`config.mk`:
```
export PLATFORM = sky130hd
export DESIGN_NAME = dmo_mode_override
export DESIGN_NICKNAME = d
export VERILOG_FILES = /design/src/hdl/dmo_pkg.sv /design/src/hdl/dmo_state_core.sv /design/src/hdl/dmo_mode_override.sv
export VERILOG_INCLUDE_DIRS = /design/src /design/src/hdl
export SDC_FILE = /design/constraint.sdc
export NUM_CORES = 1
export LEC_CHECK = 0
export BUFFER_PORTS_ARGS = -buffer_cell sky130_fd_sc_hd__clkbuf_2
export CAP_MARGIN = 20
export CORE_MARGIN = 2
export CORE_UTILIZATION = 41
export DETAILED_ROUTE_END_ITERATION = 12
export PLACE_DENSITY = 0.85
export SETUP_SLACK_MARGIN = 0.1
export SLEW_MARGIN = 20
export SYNTH_ARGS = -nofsm -noshare
export SYNTH_HDL_FRONTEND = slang
export SYNTH_SLANG_ARGS = --single-unit
export TNS_END_PERCENT = 100
```
`constraint.sdc`:
```
create_clock -name SYS_CLK_IN -period 1.7 [get_ports SYS_CLK_IN]
set_input_delay 0.255 -clock SYS_CLK_IN [delete_from_list [all_inputs] [get_ports SYS_CLK_IN]]
set_output_delay 0.255 -clock SYS_CLK_IN [all_outputs]
set_load 0.01 [all_outputs]
```
`src/hdl/dmo_defines.svh`:
```
`ifndef DMO_DEFINES_SVH
`define DMO_DEFINES_SVH

// register byte addresses
`define DMO_ADDR_STATE_OVR      8'h32
`define DMO_ADDR_REF_FORCE      8'h34
`define DMO_ADDR_STATUS         8'h38

// field widths
`define DMO_FORCE_CODE_W        3
`define DMO_REF_SEL_W           4

// reset values
`define DMO_STATE_OVR_RST       3'h0
`define DMO_REF_FORCE_RST       4'hF

// force codes
`define DMO_CODE_AUTO           3'h0
`define DMO_CODE_FREE_RUN       3'h1
`define DMO_CODE_HOLDOVER       3'h2
`define DMO_CODE_UNUSED         3'h3
`define DMO_CODE_LOCKED         3'h4
`define DMO_CODE_PRE_LOCKED2    3'h5
`define DMO_CODE_PRE_LOCKED     3'h6
`define DMO_CODE_PHASE_LOST     3'h7

`endif

```
`src/hdl/dmo_pkg.sv`:
```
package dmo_pkg;

   typedef enum logic [2:0] {
      DMO_ST_FREE_RUN,
      DMO_ST_HOLDOVER,
      DMO_ST_LOCKED,
      DMO_ST_PRE_LOCKED,
      DMO_ST_PRE_LOCKED2,
      DMO_ST_PHASE_LOST
   } dmo_state_t;

   typedef struct packed {
      logic [2:0] force_code;
      logic [3:0] ref_sel;
      logic [31:0] rdata;
      logic        slverr;
   } dmo_regs_t;

   typedef struct packed {
      dmo_state_t state;
   } dmo_fsm_t;

endpackage

```
`src/hdl/dmo_state_core.sv`:
```
`timescale 1ns/1ps
`include "dmo_defines.svh"

module dmo_state_core
   import dmo_pkg::*;
(
   input  wire logic       clk_in,
   input  wire logic       rst_n_in,
   input  wire logic [2:0] force_code_in,
   input  wire logic       mon_ref_ok_in,
   input  wire logic       mon_locked_in,
   input  wire logic       mon_phase_err_in,
   output dmo_state_t      state_out
);

   dmo_fsm_t st_r;
   dmo_fsm_t st_nxt;
   dmo_state_t auto_nxt;

   // automatic walk driven only by the monitor inputs
   always_comb begin
      auto_nxt = st_r.state;
      unique case (st_r.state)
         DMO_ST_FREE_RUN:    if (mon_ref_ok_in) auto_nxt = DMO_ST_PRE_LOCKED;
         DMO_ST_PRE_LOCKED: begin
            if (!mon_ref_ok_in) auto_nxt = DMO_ST_FREE_RUN;
            else if (mon_locked_in) auto_nxt = DMO_ST_LOCKED;
         end
         DMO_ST_LOCKED: begin
            if (!mon_ref_ok_in) auto_nxt = DMO_ST_HOLDOVER;
            else if (mon_phase_err_in) auto_nxt = DMO_ST_PHASE_LOST;
         end
         DMO_ST_PHASE_LOST: begin
            if (!mon_ref_ok_in) auto_nxt = DMO_ST_HOLDOVER;
            else if (!mon_phase_err_in) auto_nxt = DMO_ST_LOCKED;
         end
         DMO_ST_HOLDOVER:    if (mon_ref_ok_in) auto_nxt = DMO_ST_PRE_LOCKED2;
         DMO_ST_PRE_LOCKED2: begin
            if (!mon_ref_ok_in) auto_nxt = DMO_ST_HOLDOVER;
            else if (mon_locked_in) auto_nxt = DMO_ST_LOCKED;
         end
      endcase
   end

   always_comb begin
      st_nxt = st_r;
      // monitors ignored whenever a state is forced
      unique case (force_code_in)
         `DMO_CODE_AUTO:        st_nxt.state = auto_nxt;
         `DMO_CODE_FREE_RUN:    st_nxt.state = DMO_ST_FREE_RUN;    // see R2
         `DMO_CODE_HOLDOVER:    st_nxt.state = DMO_ST_HOLDOVER;    // see R2
         `DMO_CODE_UNUSED:      st_nxt.state = st_r.state;
         `DMO_CODE_LOCKED:      st_nxt.state = DMO_ST_LOCKED;      // see R2
         `DMO_CODE_PRE_LOCKED2: st_nxt.state = DMO_ST_PRE_LOCKED2; // see R3
         `DMO_CODE_PRE_LOCKED:  st_nxt.state = DMO_ST_PRE_LOCKED;  // see R3
         `DMO_CODE_PHASE_LOST:  st_nxt.state = DMO_ST_PHASE_LOST;  // see R3
      endcase
   end

   always_ff @(posedge clk_in or negedge rst_n_in) begin
      if (!rst_n_in) begin
         st_r.state <= DMO_ST_FREE_RUN;
      end else begin
         st_r <= st_nxt;
      end
   end

   assign state_out = st_r.state;

endmodule

```
`src/hdl/dmo_mode_override.sv`:
```
// How it works
// code 000 leaves the automatic state machine in charge of the pll state.
// codes 001, 010, 100 force free run, holdover, locked; 011 unused.
// codes 101, 110, 111 force pre-locked2, pre-locked, phase lost.
// while a state is forced, monitor inputs cannot change the state.
// software forcing a state must do the monitoring and control itself.
// override register is read/write, code in bits 2:0, bits 7:3 unused.
// reference force register is read/write, bits 7:4 unused.
// unused bits read as zero and ignore writes.
`timescale 1ns/1ps
`include "dmo_defines.svh"

module dmo_mode_override
   import dmo_pkg::*;
(
   input  wire logic        SYS_CLK_IN,
   input  wire logic        RESETN_IN,
   input  wire logic        PSEL_IN,
   input  wire logic        PENABLE_IN,
   input  wire logic        PWRITE_IN,
   input  wire logic [7:0]  PADDR_IN,
   input  wire logic [31:0] PWDATA_IN,
   input  wire logic [3:0]  PSTRB_IN,
   output logic [31:0]      PRDATA_OUT,
   output logic             PREADY_OUT,
   output logic             PSLVERR_OUT,
   input  wire logic        MON_REF_OK_IN,
   input  wire logic        MON_LOCKED_IN,
   input  wire logic        MON_PHASE_ERR_IN,
   output logic [2:0]       PLL_STATE_OUT,
   output logic [3:0]       REF_FORCE_SEL_OUT,
   output logic             STATE_FORCED_OUT
);

   dmo_regs_t  reg_r;
   dmo_regs_t  reg_nxt;
   dmo_state_t core_state;
   logic [2:0] mon_s1_r;
   logic [2:0] mon_s2_r;
   logic       setup_ok;
   logic       acc_wr;
   logic       rd_setup;

   // monitor inputs come from outside, two flops first
   always_ff @(posedge SYS_CLK_IN or negedge RESETN_IN) begin
      if (!RESETN_IN) begin
         mon_s1_r <= 3'h0;
         mon_s2_r <= 3'h0;
      end else begin
         mon_s1_r <= {MON_PHASE_ERR_IN, MON_LOCKED_IN, MON_REF_OK_IN};
         mon_s2_r <= mon_s1_r;
      end
   end

   assign setup_ok = PSEL_IN && PENABLE_IN;
   assign acc_wr   = setup_ok && PWRITE_IN;
   assign rd_setup = PSEL_IN && !PENABLE_IN && !PWRITE_IN;

   always_comb begin
      reg_nxt = reg_r;
      reg_nxt.slverr = 1'b0;
      if (acc_wr) begin
         unique case (PADDR_IN)
            `DMO_ADDR_STATE_OVR: begin
               // upper bits dropped on write
               if (PSTRB_IN[0]) reg_nxt.force_code = PWDATA_IN[2:0];  // see R6
            end
            `DMO_ADDR_REF_FORCE: begin
               if (PSTRB_IN[0]) reg_nxt.ref_sel = PWDATA_IN[3:0];     // see R7
            end
            default: reg_nxt.slverr = 1'b1;
         endcase
      end
      // loaded in setup so the word stands through the access edge
      if (rd_setup) begin
         unique case (PADDR_IN)
            `DMO_ADDR_STATE_OVR: reg_nxt.rdata = {29'h0, reg_r.force_code}; // see R6
            `DMO_ADDR_REF_FORCE: reg_nxt.rdata = {28'h0, reg_r.ref_sel};    // see R7
            `DMO_ADDR_STATUS:    reg_nxt.rdata = {28'h0,
                                                  (reg_r.force_code != `DMO_CODE_AUTO),
                                                  core_state};
            default: begin
               reg_nxt.rdata  = 32'h0000_0000;
               reg_nxt.slverr = 1'b1;
            end
         endcase
      end
   end

   always_ff @(posedge SYS_CLK_IN or negedge RESETN_IN) begin
      if (!RESETN_IN) begin
         reg_r.force_code <= `DMO_STATE_OVR_RST;
         reg_r.ref_sel    <= `DMO_REF_FORCE_RST;
         reg_r.rdata      <= 32'h0000_0000;
         reg_r.slverr     <= 1'b0;
      end else begin
         reg_r <= reg_nxt;
      end
   end

   // state machine sees the live register code, monitors already synced
   dmo_state_core u_core (
      .clk_in           (SYS_CLK_IN),
      .rst_n_in         (RESETN_IN),
      .force_code_in    (reg_r.force_code),
      .mon_ref_ok_in    (mon_s2_r[0]),
      .mon_locked_in    (mon_s2_r[1]),
      .mon_phase_err_in (mon_s2_r[2]),
      .state_out        (core_state)
   );

   // zero-wait slave keeps the bus simple; read data is registered in setup
   assign PREADY_OUT        = 1'b1;
   assign PRDATA_OUT        = reg_r.rdata;
   assign PSLVERR_OUT       = setup_ok && (PADDR_IN != `DMO_ADDR_STATE_OVR)
                              && (PADDR_IN != `DMO_ADDR_REF_FORCE)
                              && !(!PWRITE_IN && PADDR_IN == `DMO_ADDR_STATUS);
   assign PLL_STATE_OUT     = core_state;
   assign REF_FORCE_SEL_OUT = reg_r.ref_sel;
   assign STATE_FORCED_OUT  = (reg_r.force_code != `DMO_CODE_AUTO);

endmodule

```
# Yosys cells after proc, flatten, opt, wreduce, memory -nomap -nowiden
# Index checks and enable logic that the tools add are counted.
[word_totals]
word_cells = 57
inputBits = 52
register_bits = 48
[classes]
bitwise = 1
muxes = 12
n_reduce_logical = 17
n_eq_ne = 21
[ops]
columns = ["op", "n"]
rows = [
  ["3-bit 2-to-1 mux", 9],
  ["8-bit by 6-bit == test with 1-bit output (second input constant)", 3],
  ["3-bit case mux with 7 select lines", 1],
  ["3-bit == test (second input constant)", 6],
  ["3-bit case mux with 6 select lines", 1],
  ["8-bit by 6-bit != test with 1-bit output (second input constant)", 2],
  ["3-bit by 2-bit == test with 1-bit output (second input constant)", 4],
  ["4-bit case mux with 3 select lines", 1],
  ["1-bit logical AND", 8],
  ["4-bit != test (second input constant)", 2],
  ["3-bit by 1-bit == test with 1-bit output (second input constant)", 2],
  ["3-bit zero test", 2],
  ["3-bit != test (second input constant)", 2],
  ["3-bit AND reduction", 2],
  ["5-bit AND reduction", 1],
  ["1-bit zero test", 3],
  ["3-bit nonzero test", 1],
  ["1-bit NOT", 1],
]

# Longest topological paths before layout
# Gate-level depths: netlist (run 1).
[depth]
depth_word = 4
ltp_mapped = 5
ltp_nobuf = 4

# Modules after synthesis
# Synthesis (run 1) repeated with hierarchy kept, for this count alone.
[hier_totals]
hier_cells = 142
hier_area_um2 = 1408.9
[by_module_without_submodules]
columns = ["mod", "area_per_inst_um2", "cells_per_inst", "n_inst"]
rows = [
  ["dmo_mode_override", 1039.7, 99, 1],
  ["dmo_state_core", 369.1, 43, 1],
]

# Least setup slack after synthesis (run 1)
# Ideal clock, no wire load.
[synth_path]
path_type = "register -> register"
startpoint = "register u_core.st_r, in the netlist u_core.state_out[2]"
endpoint = "register u_core.st_r, in the netlist u_core.state_out[0]"
arrival_time_ps = 1327
setup_time_ps = 123
path_stages_with_launch = 6
setup_slack_ps = 250
period_less_slack_ps = 1450
t_required_ps = 1577
cell_sequence = "dfrtp_1 -> buf_4 -> nor2_1 -> a211o_1 -> a2111o_1 -> o221a_2"
[synth_via]
elab_chain_len = 3
[synth_lines]
columns = ["element", "line", "source"]
rows = [
  ["start: declaration", "dmo_state_core.sv:16", "dmo_fsm_t st_r;"],
  ["start signal: assignment", "dmo_state_core.sv:64", "st_r <= st_nxt;"],
  ["3-bit == test, or another cell as far along", "dmo_state_core.sv:23", "unique case (st_r.state)"],
  ["3-bit case mux with 6 select lines, or another cell as far along", "dmo_state_core.sv:23", ""],
  ["3-bit case mux with 7 select lines / 5-bit AND reduction (equally long branches)", "-", ""],
]
# Several ways; a longest one is shown, not always the timed one.
# A chain may end at the register's enable or synchronous reset.

# Worst setup path in the final report (run 1)
[layout_path]
startpoint = "register reg_r[38] in the netlist's numbering"
endpoint = "output port STATE_FORCED_OUT"
[layout_via]
elab_chain_len = 1
[layout_lines]
columns = ["element", "line", "source"]
rows = [
  ["start: declaration", "dmo_mode_override.sv:35", "dmo_regs_t reg_r;"],
  ["start signal: assignment", "dmo_mode_override.sv:97", "reg_r <= reg_nxt;"],
  ["3-bit nonzero test (no line)", "-", ""],
  ["end: declaration", "dmo_mode_override.sv:32", "output logic STATE_FORCED_OUT"],
]
# No other way between the ends.

==> results of run 1 <==
-- state kept, by name (all words and copies together), names as in the netlist --
register           flops
mon_s1_r               3
u_core.state_out       3
PRDATA_OUT             4
REF_FORCE_SEL_OUT      4
reg_r                  3
mon_s2_r               3
-- how the worst max path moves through the flow --
stage,start,end
2_1_floorplan,u_core.state_out[2],u_core.state_out[0]
3_3_place_gp,u_core.state_out[2],u_core.state_out[0]
3_5_place_dp,u_core.state_out[2],u_core.state_out[0]
4_1_cts,reg_r[38],STATE_FORCED_OUT
5_1_grt,reg_r[38],STATE_FORCED_OUT
6_report,reg_r[38],STATE_FORCED_OUT
-- per-layer routing --
layer  wire (um)  vias up
met2        1170       31
met1         966      441
met3         139        2
met4          13        0
li1            -      475
met5           0        -
-- power by group through the flow --
stage	Sequential, mW	Combinational, mW	Clock [mW]
floorplan	0.582	0.340	0
detailed placement	0.596	0.393	0
finish	0.595	0.397	0.272
CTS	0.586	0.397	0.288
global route	0.603	0.447	0.313
global placement	0.596	0.382	0
-- timing repair --
item | in CTS | in global routing
setup endpoints to repair | 1 | 2
cloned | 0 | 0
resized for setup | 2 | 4
hold buffers | 1 | 0
hold endpoints to repair | 16 | 0
buffers inserted | 1 | 1
-- stage by stage --
stage | total power, mW | setup WS [ns] | instances
after global routing | 1.36 | 0.115 | 211
final | 1.26 | 0.179 | 211
after floorplan | 0.922 | 0.250 | 168
after global placement | 0.978 | 0.190 | 204
after detailed placement | 0.989 | 0.165 | 204
after CTS | 1.27 | 0.106 | 210
-- critical path, stage by stage (launching register included) --
cell and delay [ns]:
dfrtp_2 0.46, or3_4 0.38, clkbuf_2 0.13
-- layout by cell type (no fill, tap or decap), drive strengths merged, types with 3 or more instances in the layout --
cell type / instances
nand2: 9
dfrtp: 16
conb: 29
o21ai: 5
clkbuf: 37
nor2b: 4
nor2: 5
or3b: 3
a22oi: 3
inv: 6
o22ai: 3
a2bb2oi: 4
dfstp: 4
buf: 4
a21oi: 3
mux2: 7
-- kinds of logic (layout without fill, tap and decap cells) --
family          count (synthesis)  in the layout  share of synthesized area
buf+inv                        49             48                      0.262
simple gates                   33             33                      0.138
compound gates                 29             29                      0.155
flops                          20             20                      0.375
mux                             7              7                     0.0584
other cells                     2             29                    0.00557
xor+xnor                        1              1                    0.00649
-- cell type report --
type | instances | share of cell area
clock buffer | 4 | 0.0254
inverter | 6 | 0.0158
multi-input combinational | 99 | 0.418
sequential | 20 | 0.358
tap | 44 | 0.0386
timing repair buffer | 38 | 0.144
-- synthesized netlist by cell type, drive strengths merged, types with 2 or more instances --
| library cell | count | area, sq um |
|---|---|---|
| a22oi | 3 | 22.5 |
| mux2 | 7 | 78.8 |
| dfstp | 4 | 105 |
| nor3b | 2 | 15.0 |
| nand2 | 9 | 33.8 |
| a31oi | 2 | 12.5 |
| o21ai | 5 | 25.0 |
| a21oi | 3 | 15.0 |
| a21o | 2 | 15.0 |
| and3 | 2 | 12.5 |
| inv | 6 | 22.5 |
| a2bb2oi | 4 | 35.0 |
| o22ai | 3 | 18.8 |
| conb | 2 | 7.51 |
| nor2b | 4 | 25.0 |
| buf | 43 | 330 |
| dfrtp | 16 | 400 |
| nor2 | 5 | 18.8 |
| or3b | 3 | 26.3 |
==> metrics.yaml, run 1 <==
outcome:
  status: "completed"
synthesis:
  syn_inst: 141
  synthFlopType: "dfrtp_1"
  syn_avg_cell_area_sq_um: 9.57
  async_reset_ff_frac: 1.00
  synth_enable_flop_cells: 0
  synth_cell_type_count: 39
  ys_seq_area_frac: 0.375
  yosys_warnings: 0
  ys_ff_latch: 20
  syn_area_sq_mm: 0.00135
detailed_routing:
  drc: 0
  ant_nets: 0
  drtIter0Drc: 27
  vias_per_cell: 4.50
  first_pass_iters: 4
  wl_per_cell_um: 10.8
  num_vias: 949
  wl_mm: 2.29
worst_setup_path:
  critical_path_class: "reg -> out"
  crit_arrival_ns: 1.27
  rr_startpoint: "u_core.state_out[0]"
  r2r_cells: 4
  crit_path_end_kind: "primary output"
  r2r_end: "u_core.state_out[0]"
  r2r_setup_slack_ns: 0.18
  start_kind: "flop"
  worstPathMaxFanout: 6
  crit_required_ns: 1.44
power:
  p_sw_mw: 0.418
  p_sw_frac: 0.331
  p_comb_frac: 0.314
  power_density_mw_per_mm2: 886
  internal-power_mw: 0.846
  p_seq_frac: 0.470
  leakage_nw: 0.728
  power_frac_clock: 0.215
  vdd_drop_max_uv: 459
grt:
  grt.overflow.total: 0
  met1_usage: 0.162
  antenna_found_initial: 0
  grtUsageTotal: 0.135
  use_met2: 0.229
  met3_usage: 0.0315
  grt_max_degree: 21
  grt_pass1_vias: 859
  grt_pass1_wl_mm: 3.77
  busiest_layer: "met2"
clocking:
  h-tree-depth: 1
  clockBufferDepth: 2
  clk_pin_slew_ns: 0.11
  clock-sinks: 20
  cts-buffers-inserted: 3
  cts-root-buf: "clkbuf_4"
  cts_tree: "yes"
  insertion_delay_ns: 0.30
final_layout:
  final_util: 0.460
  layout.nets: 220
  nFillCells: 328
  n_antenna_cell: 0
  syn_to_final_growth_pct: 5.84
  drive_gt1_frac: 0.323
  regArea_sq_um: 512
  postLayoutCellArea_sq_mm: 0.00143
  multiInputGateArea_sq_um: 597
sta:
  finClkSkew_ns: 0.00223
  setup_tns_ns: 0
  setup_viol: 0
  whs_ns: 0.0538
  hold_violations: 0
  slew_viol_final: 0
  post-route-min-period_ns: 1.52
  rsz0062_at_grt: "false"
  clock.fmax_mhz: 658
  finalCritPeriodShare: 0.894
place:
  place.gp.congestion: 0.803
  place_area_sq_mm: 0.00136
  port_buffers: 33
  dp_hpwl_mm: 1.76
die:
  initial_utilization: 0.435
  dieArea_sq_mm: 0.00376
  rows: 20
  dieHeight_um: 61.4
  die_x_um: 61.4
  design.core.area_sq_mm: 0.00310
  io_pins: 94
min_path:
  whs_path_depth: 1
  min_from: "MON_REF_OK_IN"
  hold-path-endpoint: "mon_s1_r[0]"
  hold_class: "in -> reg"
run:
  max_cap_violations: 0
Power figures use the tool's default switching activity.
==> run 2: changes to the inputs <==
--- a/config.mk
+++ b/config.mk
@@ -12,6 +12,7 @@
 export CORE_UTILIZATION = 41
 export DETAILED_ROUTE_END_ITERATION = 12
 export PLACE_DENSITY = 0.85
+export RECOVER_POWER = 100
 export SETUP_SLACK_MARGIN = 0.1
 export SLEW_MARGIN = 20
 export SYNTH_ARGS = -nofsm -noshare
==> run 2 against run 1 <==
  * Clock skew barely moved
  * Largest power group unchanged
  * Sequential share of layout area rose by 0.47 points
  * Core utilization fell by 0.93 points
  * Register-to-register slack got worse by 0.04 ns
  * Global-route usage did not move
  * Clock power barely moved
  * Wire length rose by 0.44%
  * Largest cell class unchanged
  * Critical endpoint is now u_core.state_out[0]
  * Setup slack got worse by 0.039 ns
  * Maximum frequency fell by 2.5%
  * First-iteration DRC count rose by 7.4%
  * Cell area fell by 2.0%
  * Combinational power fell by 2%
==> metrics.yaml, run 2 (synthesis gave the netlist of run 1 again) <==
outcome:
  status: "completed"
final_layout:
  drive_gt1_frac: 0.216
  postLayoutCellArea_sq_mm: 0.00140
  syn_to_final_growth_pct: 3.71
  n_antenna_cell: 0
  instances_no_fill: 211
  final_common_cell: "conb_1"
  layout.nets: 220
  most-common-layout-cells: "conb_1, clkbuf_2, dfrtp_1"
clocking:
  cts-buffers-inserted: 3
  clk_pin_slew_ns: 0.11
  cts_tree: "yes"
  cts-root-buf: "clkbuf_4"
  h-tree-depth: 1
  insertion_delay_ns: 0.30
  clock-sinks: 20
  clockBufferDepth: 2
power:
  vdd_drop_max_uv: 459
  leakage_nw: 0.704
  power_density_mw_per_mm2: 895
worst_setup_path:
  crit_required_ns: 1.90
  crit_chain: "or3b_1 -> nor2_1 -> a221oi_1 -> o221a_2"
  crit_path_end_kind: "flop"
  r2r_end: "u_core.state_out[0]"
  start_kind: "flop"
  rr_startpoint: "u_core.state_out[2]"
  path_buf_inv: 0
  path_delay_family: "simple AND/OR/NAND/NOR gates"
  cp_slowest_cell: "dfrtp_1"
  critical_path_class: "reg -> reg"
  slowest_delay_ns: 0.51
  r2r_cells: 4
  r2r_setup_slack_ns: 0.14
  crit_arrival_ns: 1.76
  worstPathMaxFanout: 12
grt:
  grt_max_degree: 21
  grtUsageTotal: 0.135
  grt_pass1_vias: 859
  grt_pass1_wl_mm: 3.77
  grt.overflow.total: 0
  antenna_found_initial: 0
min_path:
  hold-path-endpoint: "mon_s1_r[0]"
  min_from: "MON_REF_OK_IN"
  whs_path_depth: 1
  hold_class: "in -> reg"
detailed_routing:
  num_vias: 952
  drtIter0Drc: 29
  wl_per_cell_um: 10.9
  first_pass_iters: 4
  ant_nets: 0
  drc: 0
  wl_mm: 2.30
  vias_per_cell: 4.51
sta:
  finalCritPeriodShare: 0.918
  tightest_slew_ns: 1.05
  setup_viol: 0
  maxSlewHeadroom: 0.298
  slew_viol_final: 0
  post-route-min-period_ns: 1.56
  rsz0062_at_grt: "false"
  clock.fmax_mhz: 641
  setup_tns_ns: 0
  finClkSkew_ns: 0.00244
  hold_violations: 0
place:
  place.gp.congestion: 0.803
  place_area_sq_mm: 0.00136
  dp_hpwl_mm: 1.76
  port_buffers: 33
  dp.cells: 204
die:
  rows: 20
  dieHeight_um: 61.4
  io_pins: 94
  design.core.area_sq_mm: 0.00310
  initial_utilization: 0.435
  die_x_um: 61.4
  dieArea_sq_mm: 0.00376
run:
  max_cap_violations: 0
## run 2: repair_timing
action | 4_1_cts | 5_1_grt
endpoints found under the hold margin | 16 | 0
buffers inserted | 1 | 1
hold buffers | 1 | 0
resized for setup | 2 | 4
endpoints found under the setup margin | 1 | 2
pin swaps | 0 | 0
## run 2: worst max path at each step
stage	cells past startpoint	startpoint	slack [ns]	endpoint
floorplan	5	u_core.state_out[2]	0.25	u_core.state_out[0]
global placement	4	u_core.state_out[2]	0.19	u_core.state_out[0]
detailed placement	4	u_core.state_out[2]	0.17	u_core.state_out[0]
CTS	2	reg_r[38]	0.11	STATE_FORCED_OUT
global route	4	u_core.state_out[2]	0.06	u_core.state_out[0]
finish	4	u_core.state_out[2]	0.14	u_core.state_out[0]
## run 2: stage by stage
| stage | setup WS, ns | hold WS [ns] | total power [mW] | util |
|---|---|---|---|---|
| 6_report | 0.140 | 0.0534 | 1.25 | 0.451 |
| 3_3_place_gp | 0.190 | 0.234 | 0.978 | 0.437 |
| 5_1_grt | 0.0591 | 0.0266 | 1.35 | 0.451 |
| 3_5_place_dp | 0.165 | 0.240 | 0.989 | 0.437 |
| 4_1_cts | 0.106 | 0.0416 | 1.27 | 0.455 |
| 2_1_floorplan | 0.250 | -0.0406 | 0.922 | - |
## run 2: cell type report
class / count / area [sq um]
Fill cell: 330 / 1700
Multi-Input combinational cell: 99 / 586
Sequential cell: 20 / 508
Timing Repair Buffer: 38 / 191
Tap cell: 44 / 55.1
Clock buffer: 4 / 36.3
Inverter: 6 / 22.5
## run 2: where the power goes
group | internal (mW) | total (mW) | switching [mW]
logic | 0.187 | 0.391 | 0.204
registers | 0.518 | 0.588 | 0.0698
clock network | 0.131 | 0.273 | 0.142
## run 2: metal layers
layer  wire length, um  GRT usage  up-vias
met2              1150      0.229       31
li1                  -          -      474
met3               151     0.0315        2
met5                 0          0        -
met4                13     0.0638        0
met1               984      0.162      445
